$ cat src/design/twp_pkg.sv
// constants and carrier types of the two-wire serial port
package twp_pkg;
    // last bit index of a group, and group-boundary masks
    localparam logic [4:0] HALF_LAST = 5'h0f;
    localparam logic [4:0] WIDE_LAST = 5'h1f;
    localparam logic [2:0] BYTE_LAST = 3'h7;
    localparam logic [3:0] HWORD_LAST = 4'hf;
    // shutdown tail: a couple of baud clocks, counted in half-bit ticks
    localparam logic [3:0] TAIL_TICKS = 4'h4;
    localparam logic [7:0] BRG_RST = 8'h00;
    localparam logic [31:0] WORD_RST = 32'h0000_0000;
    localparam logic [15:0] HALF_ZERO = 16'h0000;

    typedef enum logic [2:0] {
        TX_IDLE = 3'b001,
        TX_SHIFT = 3'b010,
        TX_GAP = 3'b100
    } twp_tx_state_t;

    typedef struct packed {
        logic port_enable;
        logic wide_group;
        logic clock_invert;
        logic phase_select;
        logic byte_gap_enable;
        logic halfword_gap_enable;
        logic master;
        logic [7:0] bit_rate_divisor;
        logic [7:0] gap_length;
    } twp_cfg_t;

    typedef struct packed {
        logic tx_holding_free;
        logic tx_all_empty;
        logic tx_overwrite;
        logic rx_holding_full;
        logic rx_overrun;
        logic command_detect;
    } twp_irq_t;
endpackage

$ cat src/design/twp_port.sv
// two-wire serial port: transmitter, receiver, command detect, on/off logic
// Contract
// - 32-bit transmit holding register; wide sends 32 bits, else lower 16.
// - free pulse when port enabled and each time holding register empties.
// - one write strobe with a swap flag: normal data, or command word with lines swapped.
// - holding register copied to shift register when shifter is empty and no gap is running.
// - empty pulse when holding and shift registers both become empty.
// - write to a still-full holding register raises overwrite pulse.
// - shift out on data pin, command words on swapped lines, 16 or 32 bits.
// - clock_invert and phase_select give two launch/sample edge combinations, set by their XOR.
// - standard bus use is invert 0, phase 1: launch rising, sample falling.
// - baud tick from divisor-preloaded generator; 250 kbps-14.75 Mbps bus.
// - baud clock shifts transmitter and drives clock pin when master.
// - transmit bit counter divides by 16 or 32 and makes load pulse.
// - gap after each 32-bit group; after bytes or halfwords when enabled.
// - receiver shifts data pin into 32-bit register on the far clock.
// - receive bit counter divides by 16 or 32 and makes the load pulse.
// - receive holding loaded after 16 or 32 bits; halfword uses lower 16.
// - receive-full pulse each time receive holding register is loaded.
// - overrun pulse when a word arrives while both buffer entries hold unread data.
// - on disable, run until transmitter empty plus tail; active flag reports.
// - detect swapped clock and data on bus inputs, raise command pulse.
// - groups are serialised most significant bit first.
`timescale 1ns/1ps
module twp_port
    import twp_pkg::*;
(
    // clock and reset
    input wire logic ref_clk_i,
    input wire logic srst_i,
    // configuration and status
    input wire twp_cfg_t cfg_i,
    output logic port_active_o,
    output twp_irq_t irq_o,
    // transmit holding register writes
    input wire logic tx_wr_i,
    input wire logic tx_swap_i,
    input wire logic [31:0] tx_data_i,
    // receive holding register stream
    output logic rx_valid_o,
    input wire logic rx_ready_i,
    output logic [31:0] rx_data_o,
    // bus pins
    input wire logic bus_clock_pin_i,
    output logic bus_clock_pin_o,
    output logic bus_clock_pin_oe_n_o,
    input wire logic bus_data_pin_i,
    output logic bus_data_pin_o,
    output logic bus_data_pin_oe_n_o
);
    twp_tx_state_t st_reg, st_next;
    logic [7:0] brg_reg;
    logic half_reg, act_reg, en_q_reg, empty_q_reg;
    logic [4:0] bcnt_reg;
    logic [8:0] gcnt_reg;
    logic [3:0] tail_reg;
    logic [31:0] thr_reg, tsr_reg;
    logic thr_full_reg, thr_swap_reg, tsr_v_reg, tsr_swap_reg;
    logic lvl_clk_reg, lvl_dat_reg;
    twp_irq_t irq_reg;

    // baud generator and transmitter control decode
    wire tick_w = (brg_reg == BRG_RST);
    wire is_idle_w = (st_reg == TX_IDLE);
    wire is_shift_w = (st_reg == TX_SHIFT);
    wire is_gap_w = (st_reg == TX_GAP);
    wire [4:0] last_idx_w = cfg_i.wide_group ? WIDE_LAST : HALF_LAST;
    wire last_w = (bcnt_reg == last_idx_w);
    wire bound_w = is_shift_w & tick_w & half_reg;
    wire end_w = bound_w & last_w;
    wire gap_w = (cfg_i.gap_length != BRG_RST)
        & ((cfg_i.byte_gap_enable & (bcnt_reg[2:0] == BYTE_LAST))
        | (cfg_i.halfword_gap_enable & (bcnt_reg[3:0] == HWORD_LAST))
        | (cfg_i.wide_group & last_w));
    wire gap_done_w = is_gap_w & tick_w & (gcnt_reg == 9'h001);
    wire need_w = is_idle_w | (end_w & !gap_w) | (gap_done_w & !tsr_v_reg);
    wire load_w = need_w & thr_full_reg;
    wire wr_ok_w = tx_wr_i & act_reg;
    wire empty_w = is_idle_w & !thr_full_reg & !tsr_v_reg;
    wire [31:0] load_word_w = cfg_i.wide_group ? thr_reg
        : {thr_reg[15:0], HALF_ZERO};
    wire drive_w = cfg_i.master & act_reg;

    always_comb begin
        st_next = st_reg;
        unique case (st_reg)
            TX_IDLE: begin
                if (load_w)
                    st_next = TX_SHIFT;
            end
            TX_SHIFT: begin
                if (bound_w & gap_w)
                    st_next = TX_GAP;
                else if (end_w & !load_w)
                    st_next = TX_IDLE;
            end
            TX_GAP: begin
                if (gap_done_w & (tsr_v_reg | load_w))
                    st_next = TX_SHIFT;
                else if (gap_done_w)
                    st_next = TX_IDLE;
            end
        endcase
    end

    always_ff @(posedge ref_clk_i) begin
        if (srst_i) begin
            st_reg <= TX_IDLE;
            brg_reg <= BRG_RST;
            half_reg <= 1'b0;
            bcnt_reg <= 5'h00;
            gcnt_reg <= 9'h000;
        end else begin
            st_reg <= st_next;
            brg_reg <= tick_w ? cfg_i.bit_rate_divisor
                : brg_reg - 8'h01;
            if (load_w)
                half_reg <= 1'b0;
            else if (is_shift_w & tick_w)
                half_reg <= !half_reg;
            if (load_w | end_w)
                bcnt_reg <= 5'h00;
            else if (bound_w)
                bcnt_reg <= bcnt_reg + 5'h01;
            if (bound_w)
                gcnt_reg <= {cfg_i.gap_length, 1'b0};
            else if (is_gap_w & tick_w)
                gcnt_reg <= gcnt_reg - 9'h001;
        end
    end

    // holding and shift registers
    always_ff @(posedge ref_clk_i) begin
        if (srst_i) begin
            thr_reg <= WORD_RST;
            thr_full_reg <= 1'b0;
            thr_swap_reg <= 1'b0;
            tsr_reg <= WORD_RST;
            tsr_v_reg <= 1'b0;
            tsr_swap_reg <= 1'b0;
        end else begin
            if (wr_ok_w) begin
                thr_reg <= tx_data_i;
                thr_swap_reg <= tx_swap_i;
            end
            thr_full_reg <= wr_ok_w | (thr_full_reg & !load_w);
            if (load_w) begin
                tsr_reg <= load_word_w;
                tsr_swap_reg <= thr_swap_reg;
            end else if (bound_w)
                tsr_reg <= {tsr_reg[30:0], 1'b0};
            if (load_w)
                tsr_v_reg <= 1'b1;
            else if (end_w)
                tsr_v_reg <= 1'b0;
        end
    end

    // line levels: launch edge on first half, sample edge on second
    always_ff @(posedge ref_clk_i) begin
        if (srst_i) begin
            lvl_clk_reg <= 1'b0;
            lvl_dat_reg <= 1'b0;
        end else if (is_shift_w & tick_w) begin
            lvl_clk_reg <= half_reg ? !cfg_i.phase_select
                : cfg_i.phase_select;
            if (!half_reg)
                lvl_dat_reg <= tsr_reg[31];
        end else if (!is_shift_w) begin
            lvl_clk_reg <= !cfg_i.phase_select;
            lvl_dat_reg <= 1'b0;
        end
    end

    // pins; swapped lines put the clock on the data pin for command words
    always_ff @(posedge ref_clk_i) begin
        if (srst_i) begin
            bus_clock_pin_o <= 1'b0;
            bus_data_pin_o <= 1'b0;
            bus_clock_pin_oe_n_o <= 1'b1;
            bus_data_pin_oe_n_o <= 1'b1;
        end else begin
            bus_clock_pin_o <= tsr_swap_reg ? lvl_dat_reg
                : lvl_clk_reg ^ cfg_i.clock_invert;
            bus_data_pin_o <= tsr_swap_reg ? lvl_clk_reg ^ cfg_i.clock_invert
                : lvl_dat_reg;
            bus_clock_pin_oe_n_o <= !drive_w;
            bus_data_pin_oe_n_o <= !drive_w;
        end
    end

    // on/off logic: drains the transmitter before dropping the active flag
    wire tail_done_w = (tail_reg == TAIL_TICKS);
    always_ff @(posedge ref_clk_i) begin
        if (srst_i) begin
            act_reg <= 1'b0;
            en_q_reg <= 1'b0;
            empty_q_reg <= 1'b1;
            tail_reg <= 4'h0;
        end else begin
            en_q_reg <= cfg_i.port_enable;
            empty_q_reg <= empty_w;
            if (cfg_i.port_enable | !empty_w)
                tail_reg <= 4'h0;
            else if (tick_w & !tail_done_w)
                tail_reg <= tail_reg + 4'h1;
            if (cfg_i.port_enable)
                act_reg <= 1'b1;
            else if (empty_w & tail_done_w)
                act_reg <= 1'b0;
        end
    end
    assign port_active_o = act_reg;

    // receiver: bus pins sampled by two flip-flops before any logic
    logic [2:0] rck_reg, rdt_reg;
    logic [31:0] rsr_reg;
    logic [4:0] rbit_reg;
    logic dflag_reg;
    wire rx_on_w = act_reg & !cfg_i.master;
    wire ck_edge_w = rck_reg[1] ^ rck_reg[2];
    wire samp_w = rx_on_w & ck_edge_w
        & (rck_reg[1] == !(cfg_i.phase_select ^ cfg_i.clock_invert));
    wire dat_rise_w = rdt_reg[1] & !rdt_reg[2];
    wire detect_w = rx_on_w & dat_rise_w & dflag_reg & !ck_edge_w;
    wire rx_last_w = (rbit_reg == last_idx_w);
    wire push_w = samp_w & rx_last_w & !detect_w;
    wire [31:0] rx_word_w = cfg_i.wide_group ? {rsr_reg[30:0], rdt_reg[1]}
        : {HALF_ZERO, rsr_reg[14:0], rdt_reg[1]};

    always_ff @(posedge ref_clk_i) begin
        if (srst_i) begin
            rck_reg <= 3'h0;
            rdt_reg <= 3'h0;
            rsr_reg <= WORD_RST;
            rbit_reg <= 5'h00;
            dflag_reg <= 1'b0;
        end else begin
            rck_reg <= {rck_reg[1:0], bus_clock_pin_i};
            rdt_reg <= {rdt_reg[1:0], bus_data_pin_i};
            if (ck_edge_w)
                dflag_reg <= 1'b0;
            else if (dat_rise_w)
                dflag_reg <= 1'b1;
            if (detect_w | push_w | !rx_on_w)
                rbit_reg <= 5'h00;
            else if (samp_w) begin
                rbit_reg <= rbit_reg + 5'h01;
                rsr_reg <= {rsr_reg[30:0], rdt_reg[1]};
            end
        end
    end

    // two-entry receive buffer: output word plus one spare
    logic [31:0] spare_reg;
    logic spare_v_reg;
    wire pop_w = rx_valid_o & rx_ready_i;
    wire out_take_w = push_w & (!rx_valid_o | (pop_w & !spare_v_reg));
    wire spare_take_w = push_w & !out_take_w & (!spare_v_reg | pop_w);
    wire overrun_w = push_w & rx_valid_o & spare_v_reg & !pop_w;

    always_ff @(posedge ref_clk_i) begin
        if (srst_i) begin
            rx_valid_o <= 1'b0;
            rx_data_o <= WORD_RST;
            spare_v_reg <= 1'b0;
            spare_reg <= WORD_RST;
        end else begin
            if (out_take_w)
                rx_data_o <= rx_word_w;
            else if (pop_w & spare_v_reg)
                rx_data_o <= spare_reg;
            rx_valid_o <= out_take_w | spare_v_reg | (rx_valid_o & !pop_w);
            if (spare_take_w)
                spare_reg <= rx_word_w;
            spare_v_reg <= spare_take_w | (spare_v_reg & !pop_w);
        end
    end

    // event pulses, one cycle each
    always_ff @(posedge ref_clk_i) begin
        if (srst_i)
            irq_reg <= '0;
        else begin
            irq_reg.tx_holding_free <= load_w
                | (cfg_i.port_enable & !en_q_reg);
            irq_reg.tx_all_empty <= act_reg & empty_w & !empty_q_reg;
            irq_reg.tx_overwrite <= wr_ok_w & thr_full_reg & !load_w;
            irq_reg.rx_holding_full <= push_w;
            irq_reg.rx_overrun <= overrun_w;
            irq_reg.command_detect <= detect_w;
        end
    end
    assign irq_o = irq_reg;
endmodule // twp_port

$ cat config.mk
export PLATFORM = sky130hd
export DESIGN_NAME = twp_port
export DESIGN_NICKNAME = d
export VERILOG_FILES = /design/src/design/twp_pkg.sv /design/src/design/twp_port.sv
export SDC_FILE = /design/constraint.sdc
export NUM_CORES = 1
export LEC_CHECK = 0
export BUFFER_PORTS_ARGS = -buffer_cell sky130_fd_sc_hd__buf_4
export CAP_MARGIN = 5
export CORE_UTILIZATION = 55
export DETAILED_ROUTE_END_ITERATION = 10
export PLACE_DENSITY = 0.76
export RECOVER_POWER = 25
export SETUP_SLACK_MARGIN = 0.1
export SLEW_MARGIN = 20
export SYNTH_ARGS = -nofsm -noshare
export SYNTH_HDL_FRONTEND = slang
export SYNTH_SLANG_ARGS = --single-unit
$ cat constraint.sdc
create_clock -name ref_clk_i -period 3.3 [get_ports ref_clk_i]
set_input_delay 0.66 -clock ref_clk_i [delete_from_list [all_inputs] [get_ports ref_clk_i]]
set_output_delay 0.66 -clock ref_clk_i [all_outputs]
set_load 0.01 [all_outputs]
* Yosys cells after proc, flatten, opt, wreduce, memory -nomap -nowiden
Index checks and enable logic that the tools add are counted.
Storage, ports and cells: bits in registers 221, input bits 62
Operators by class: add/sub/neg operators 5, eq/ne operators 15, mux-type cells 28, bitwise logic cells 67, reductions and logical operators 37
Operators with widths (count):
- $mux 32 | 6
- $and 1x1->1 | 47
- $logic_not 1->1 | 21
- $mux 9 | 2
- $or 1x1->1 | 16
- $mux 3 | 5
- $mux 1 | 12
- $reduce_or 2->1 | 6
- $add 5x1->5 const B | 2
- $eq 5x5->1 | 2
- $reduce_bool 2->1 | 5
- $eq 9x1->1 const B | 1
- $pmux 3 s3 | 1
- $sub 9x1->9 const B | 1
- $logic_not 8->1 | 1
- $mux 8 | 1
- $reduce_bool 8->1 | 1
- $sub 8x1->8 const B | 1
- $eq 3x3->1 const B | 2
- $ne 3x1->1 const B | 2
- $mux 5 | 1
- $add 4x1->4 const B | 1
- $eq 4x3->1 const B | 1
- $eq 4x4->1 const B | 1
- other kinds (9) | 13

* Depth between registers and ports, before layout
depth in word-level cells 15, gate-level depth with buffers 9

* Least setup slack after synthesis
Ideal clock, no wire load.
path type register to register, start register brg_reg[0], end register tsr_reg[22], library setup time 0.123 ns, arrival 2.382 ns, path slack 0.794 ns, stages on the path, launching flop included 10, path buffers 2, cell sequence dfxtp_1 -> inv_1 -> ha_1 -> or3b_2 -> clkbuf_1 -> nor2_2 -> a31oi_1 -> a21boi_4 -> buf_6 -> mux2_1
Between the ends: cells in the longest elaborated chain, start to end 9
Ends and longest elaborated chain:
- start, declared | line twp_port.sv:52 | logic [7:0] brg_reg;
- start signal, assigned | line twp_port.sv:115 | brg_reg <= tick_w ? cfg_i.bit_rate_divisor
- $logic_not 8->1 * | line twp_port.sv:63 | wire tick_w = (brg_reg == BRG_RST);
- $and 1x1->1 (2 in series) | line twp_port.sv:69 | wire bound_w = is_shift_w & tick_w & half_reg;
- $and 1x1->1 | line twp_port.sv:70 | wire end_w = bound_w & last_w;
- $and 1x1->1 | line twp_port.sv:76 | wire need_w = is_idle_w | (end_w & !gap_w) | (gap_done_w & !tsr_v_reg);
- $or 1x1->1 (2 in series) | line twp_port.sv:76
- $and 1x1->1 | line twp_port.sv:77 | wire load_w = need_w & thr_full_reg;
- $mux 32 or $reduce_bool 2->1 (tied branches)
- end signal, assigned | line twp_port.sv:148 | tsr_reg <= load_word_w;
- end signal, assigned | line twp_port.sv:151 | tsr_reg <= {tsr_reg[30:0], 1'b0};
- end, declared | line twp_port.sv:57 | logic [31:0] thr_reg, tsr_reg;
Mark *: on every way between the ends. The rest lies on a longest branch, timed or not. A chain may end at the register's enable or synchronous reset.

* Worst setup path after layout
Same ends and word-level chain as after synthesis.

==> metrics.cfg <==
[hold_path]
worst_hold_path_type = in2reg
hp-start = cfg_i[16]

[cells_and_area]
areaGrowthSynthToFinish_pct = 17.70
layout-drive-gt1-share_pct = 17.77
fin_area_sq_um = 11320
multi_input_area_sq_um = 4893
nets = 1169
utilization_pct = 67.28
final-seq-area_sq_um = 4424
n_antenna_cell = 0
nFillCells = 1395

[sta]
relSlewSlack_pct = -21.80
worst_hold_slack_ps = 378.6
fmax_mhz = 374.2
rsz0062_at_grt = false
fin_skew_ps = 8.139
hold_violations = 0
post-route-period-util_pct = 80.98
drv_slew = 86
worst_pin_slew_ps = 1827
min_period_ps = 2672
setup_viol = 0
setup_tns_ps = 0

[clock_tree]
cts-resized-gates = 0
cts_root_buf = clkbuf_16
cts_buffers = 23
cts_num_sinks = 221
cts_tree = built
postCtsHoldBufs = 0
clkLatencyLatePin_ps = 500
clock_path_buffers = 3
postCtsSetupBuffers = 0
h-tree-depth = 1
clk_pin_slew_ps = 60

[power]
power_density_nw_per_um2 = 538.8
leakagePower_nw = 4.640
vdd_drop_max_uv = 359.2
power_w = 0.006097

[synth]
mappedNetlistArea_sq_um = 9614
synth_compound_area_share_pct = 8.680
synth_seq_cells = 221
synth_xor_area_share_pct = 1.731
yosys.area_share.simple_pct = 20.38
yosys_warnings = 0
syn_inst = 1013
syn_area_per_cell_sq_um = 9.491
synth_fa_ha_area_share_pct = 1.041
synth_ff_type = dfxtp_1
syn-num-nets = 1083
ys_seq_area_share_pct = 46.02
ys_types = 54
synth_top_family_by_area = simple AND/OR/NAND/NOR gates
synth-edff-count = 0
async_reset_ff_share_pct = 0
synth_mux_area_share_pct = 18.87

[placed_design]
placed_area_sq_um = 10620
hpwl_um = 12690
portBuffers = 105
gp_congestion = 0.8132

[setup_path]
cpPeakStageDelay_ps = 560
cp-startpoint = brg_reg[0]
path_class = reg2reg
path_cells = inv_1 > ha_1 > nor3b_2 > buf_4 > nand4_2 > a2111o_1 > a21boi_4 > mux2_1
timing.rr.start = brg_reg[0]
worstPathArrival_ps = 3050
start_kind = flop
endpoint_kind = flop
crit_slowest_cell = a21boi_4
crit_required_ps = 3680
path_max_fanout = 17

[detailed_routing]
drtPass1Iterations = 4
drc = 0
via_per_inst = 5.346
drt_wl_total_um = 19300
num_vias = 7132
ant_nets = 0
drtIter0Drc = 361
wl_per_cell_um = 14.47

[global_route]
grtUsageTotal_pct = 21.93
gr-total-overflow = 0
antenna_found_initial = 0
grt_pass1_vias = 6853
grt_pass1_wl_um = 32740
grt_max_degree = 117

[run]
max_cap_violations = 1

[die]
dieHeight_um = 134.2
fp-row-count = 47
fp.dieArea_sq_um = 18010
core_area_sq_um = 16820
ios = 106
start_util_pct = 57.16
dieWidth_um = 134.2

[run_status]
status = finished, violations left
violations = max-capacitance violations, max-slew violations

logic make-up after synthesis:
logic type | count (synthesis)
AND/OR/NAND/NOR | 377
flip-flops | 221
multiplexers | 179
AO/OA/AOI/OAI | 132
buffers and inverters | 77
XOR/XNOR | 19
adder cells (fa/ha/maj) | 8
worst max-delay path, delay by kind of cell (launching register included):
family                     cells  cell delay [ps]
adders and majority gates      1              190
and+or+nand+nor                2              300
muxes                          1              390
buffers and inverters          2              240
AOI/OAI and AO/OA              2             1100
DFF                            1              330
power breakdown:
part	internal (W)	switching (W)
clock network	0.00162	0.00101
logic	0.000279	0.000348
registers	0.00275	0.0000855
cell type report:
type,count,area share (%)
flip-flops and latches,221,39.10
inverters,11,0.3649
clock inverters,7,0.9730
well taps,220,2.433
multi-input cells,715,43.24
repair buffers,127,8.027
clock buffers,33,5.860
routing by layer:
layer / global-route usage, % / vias to the layer above / routed length (um)
li1: - / 3655 / -
met1: 27.72 / 3323 / 8910
met2: 38.69 / 125 / 9305
met3: 3.099 / 29 / 666
met4: 6.429 / 0 / 415
met5: 0 / - / 0
cell usage after synthesis (11+ instances only):
| library cell | instances | share of area, % |
|---|---|---|
| nor3_1 | 16 | 0.83 |
| a21oi_1 | 74 | 3.9 |
| nand2b_1 | 70 | 4.6 |
| o2bb2ai_1 | 16 | 1.5 |
| nand3_1 | 17 | 0.88 |
| nand3b_1 | 18 | 1.4 |
| inv_1 | 11 | 0.43 |
| or2_2 | 31 | 2.0 |
| nor2_1 | 55 | 2.1 |
| dfxtp_1 | 221 | 46 |
| mux2i_1 | 161 | 17 |
| nand2_1 | 118 | 4.6 |
| clkbuf_1 | 45 | 1.8 |
| xnor2_1 | 11 | 1.0 |
metrics by stage:
step | setup WS, ps | cells
floorplan | 794.5 | 1013
global placement | 459.0 | 1294
detailed placement | 455.2 | 1294
CTS | 613.2 | 1334
global route | 430.1 | 1334
finish | 627.7 | 1334
final timing paths:
path	to	cells after the start	slack, ps
hold / removal	irq_o[0]	2	380
setup / recovery	tsr_reg[22]	8	630
setup reg to reg	tsr_reg[22]	8	630
hold reg to reg	irq_o[4]	1	400
placed cells by master, fill, tap and decap left out, types with 4 or more instances in the layout:
cell type | netlist | layout
or2_2 | 31 | 31
nor4_1 | 5 | 5
nand2_1 | 118 | 118
o21ai_0 | 10 | 10
nand3b_1 | 18 | 18
a211oi_1 | 6 | 6
xor2_1 | 8 | 8
a31oi_1 | 4 | 4
mux2_1 | 9 | 9
or3_1 | 6 | 5
clkinv_2 | 0 | 4
nor2_1 | 55 | 55
clkbuf_1 | 45 | 23
nand4_1 | 5 | 5
o211ai_1 | 4 | 4
clkbuf_8 | 0 | 5
xnor2_1 | 11 | 11
nor3_1 | 16 | 16
clkbuf_16 | 0 | 23
ha_1 | 8 | 8
a21oi_1 | 74 | 73
o2bb2ai_1 | 16 | 16
dfxtp_1 | 221 | 221
mux2i_1 | 161 | 161
nand2b_1 | 70 | 70
or4_1 | 4 | 4
nor2b_1 | 10 | 10
inv_1 | 11 | 11
nand3_1 | 17 | 16
nor3b_1 | 4 | 4
and2_1 | 7 | 7
mux2_2 | 9 | 9
buf_4 | 2 | 106
(Power assumes the default switching activity.)
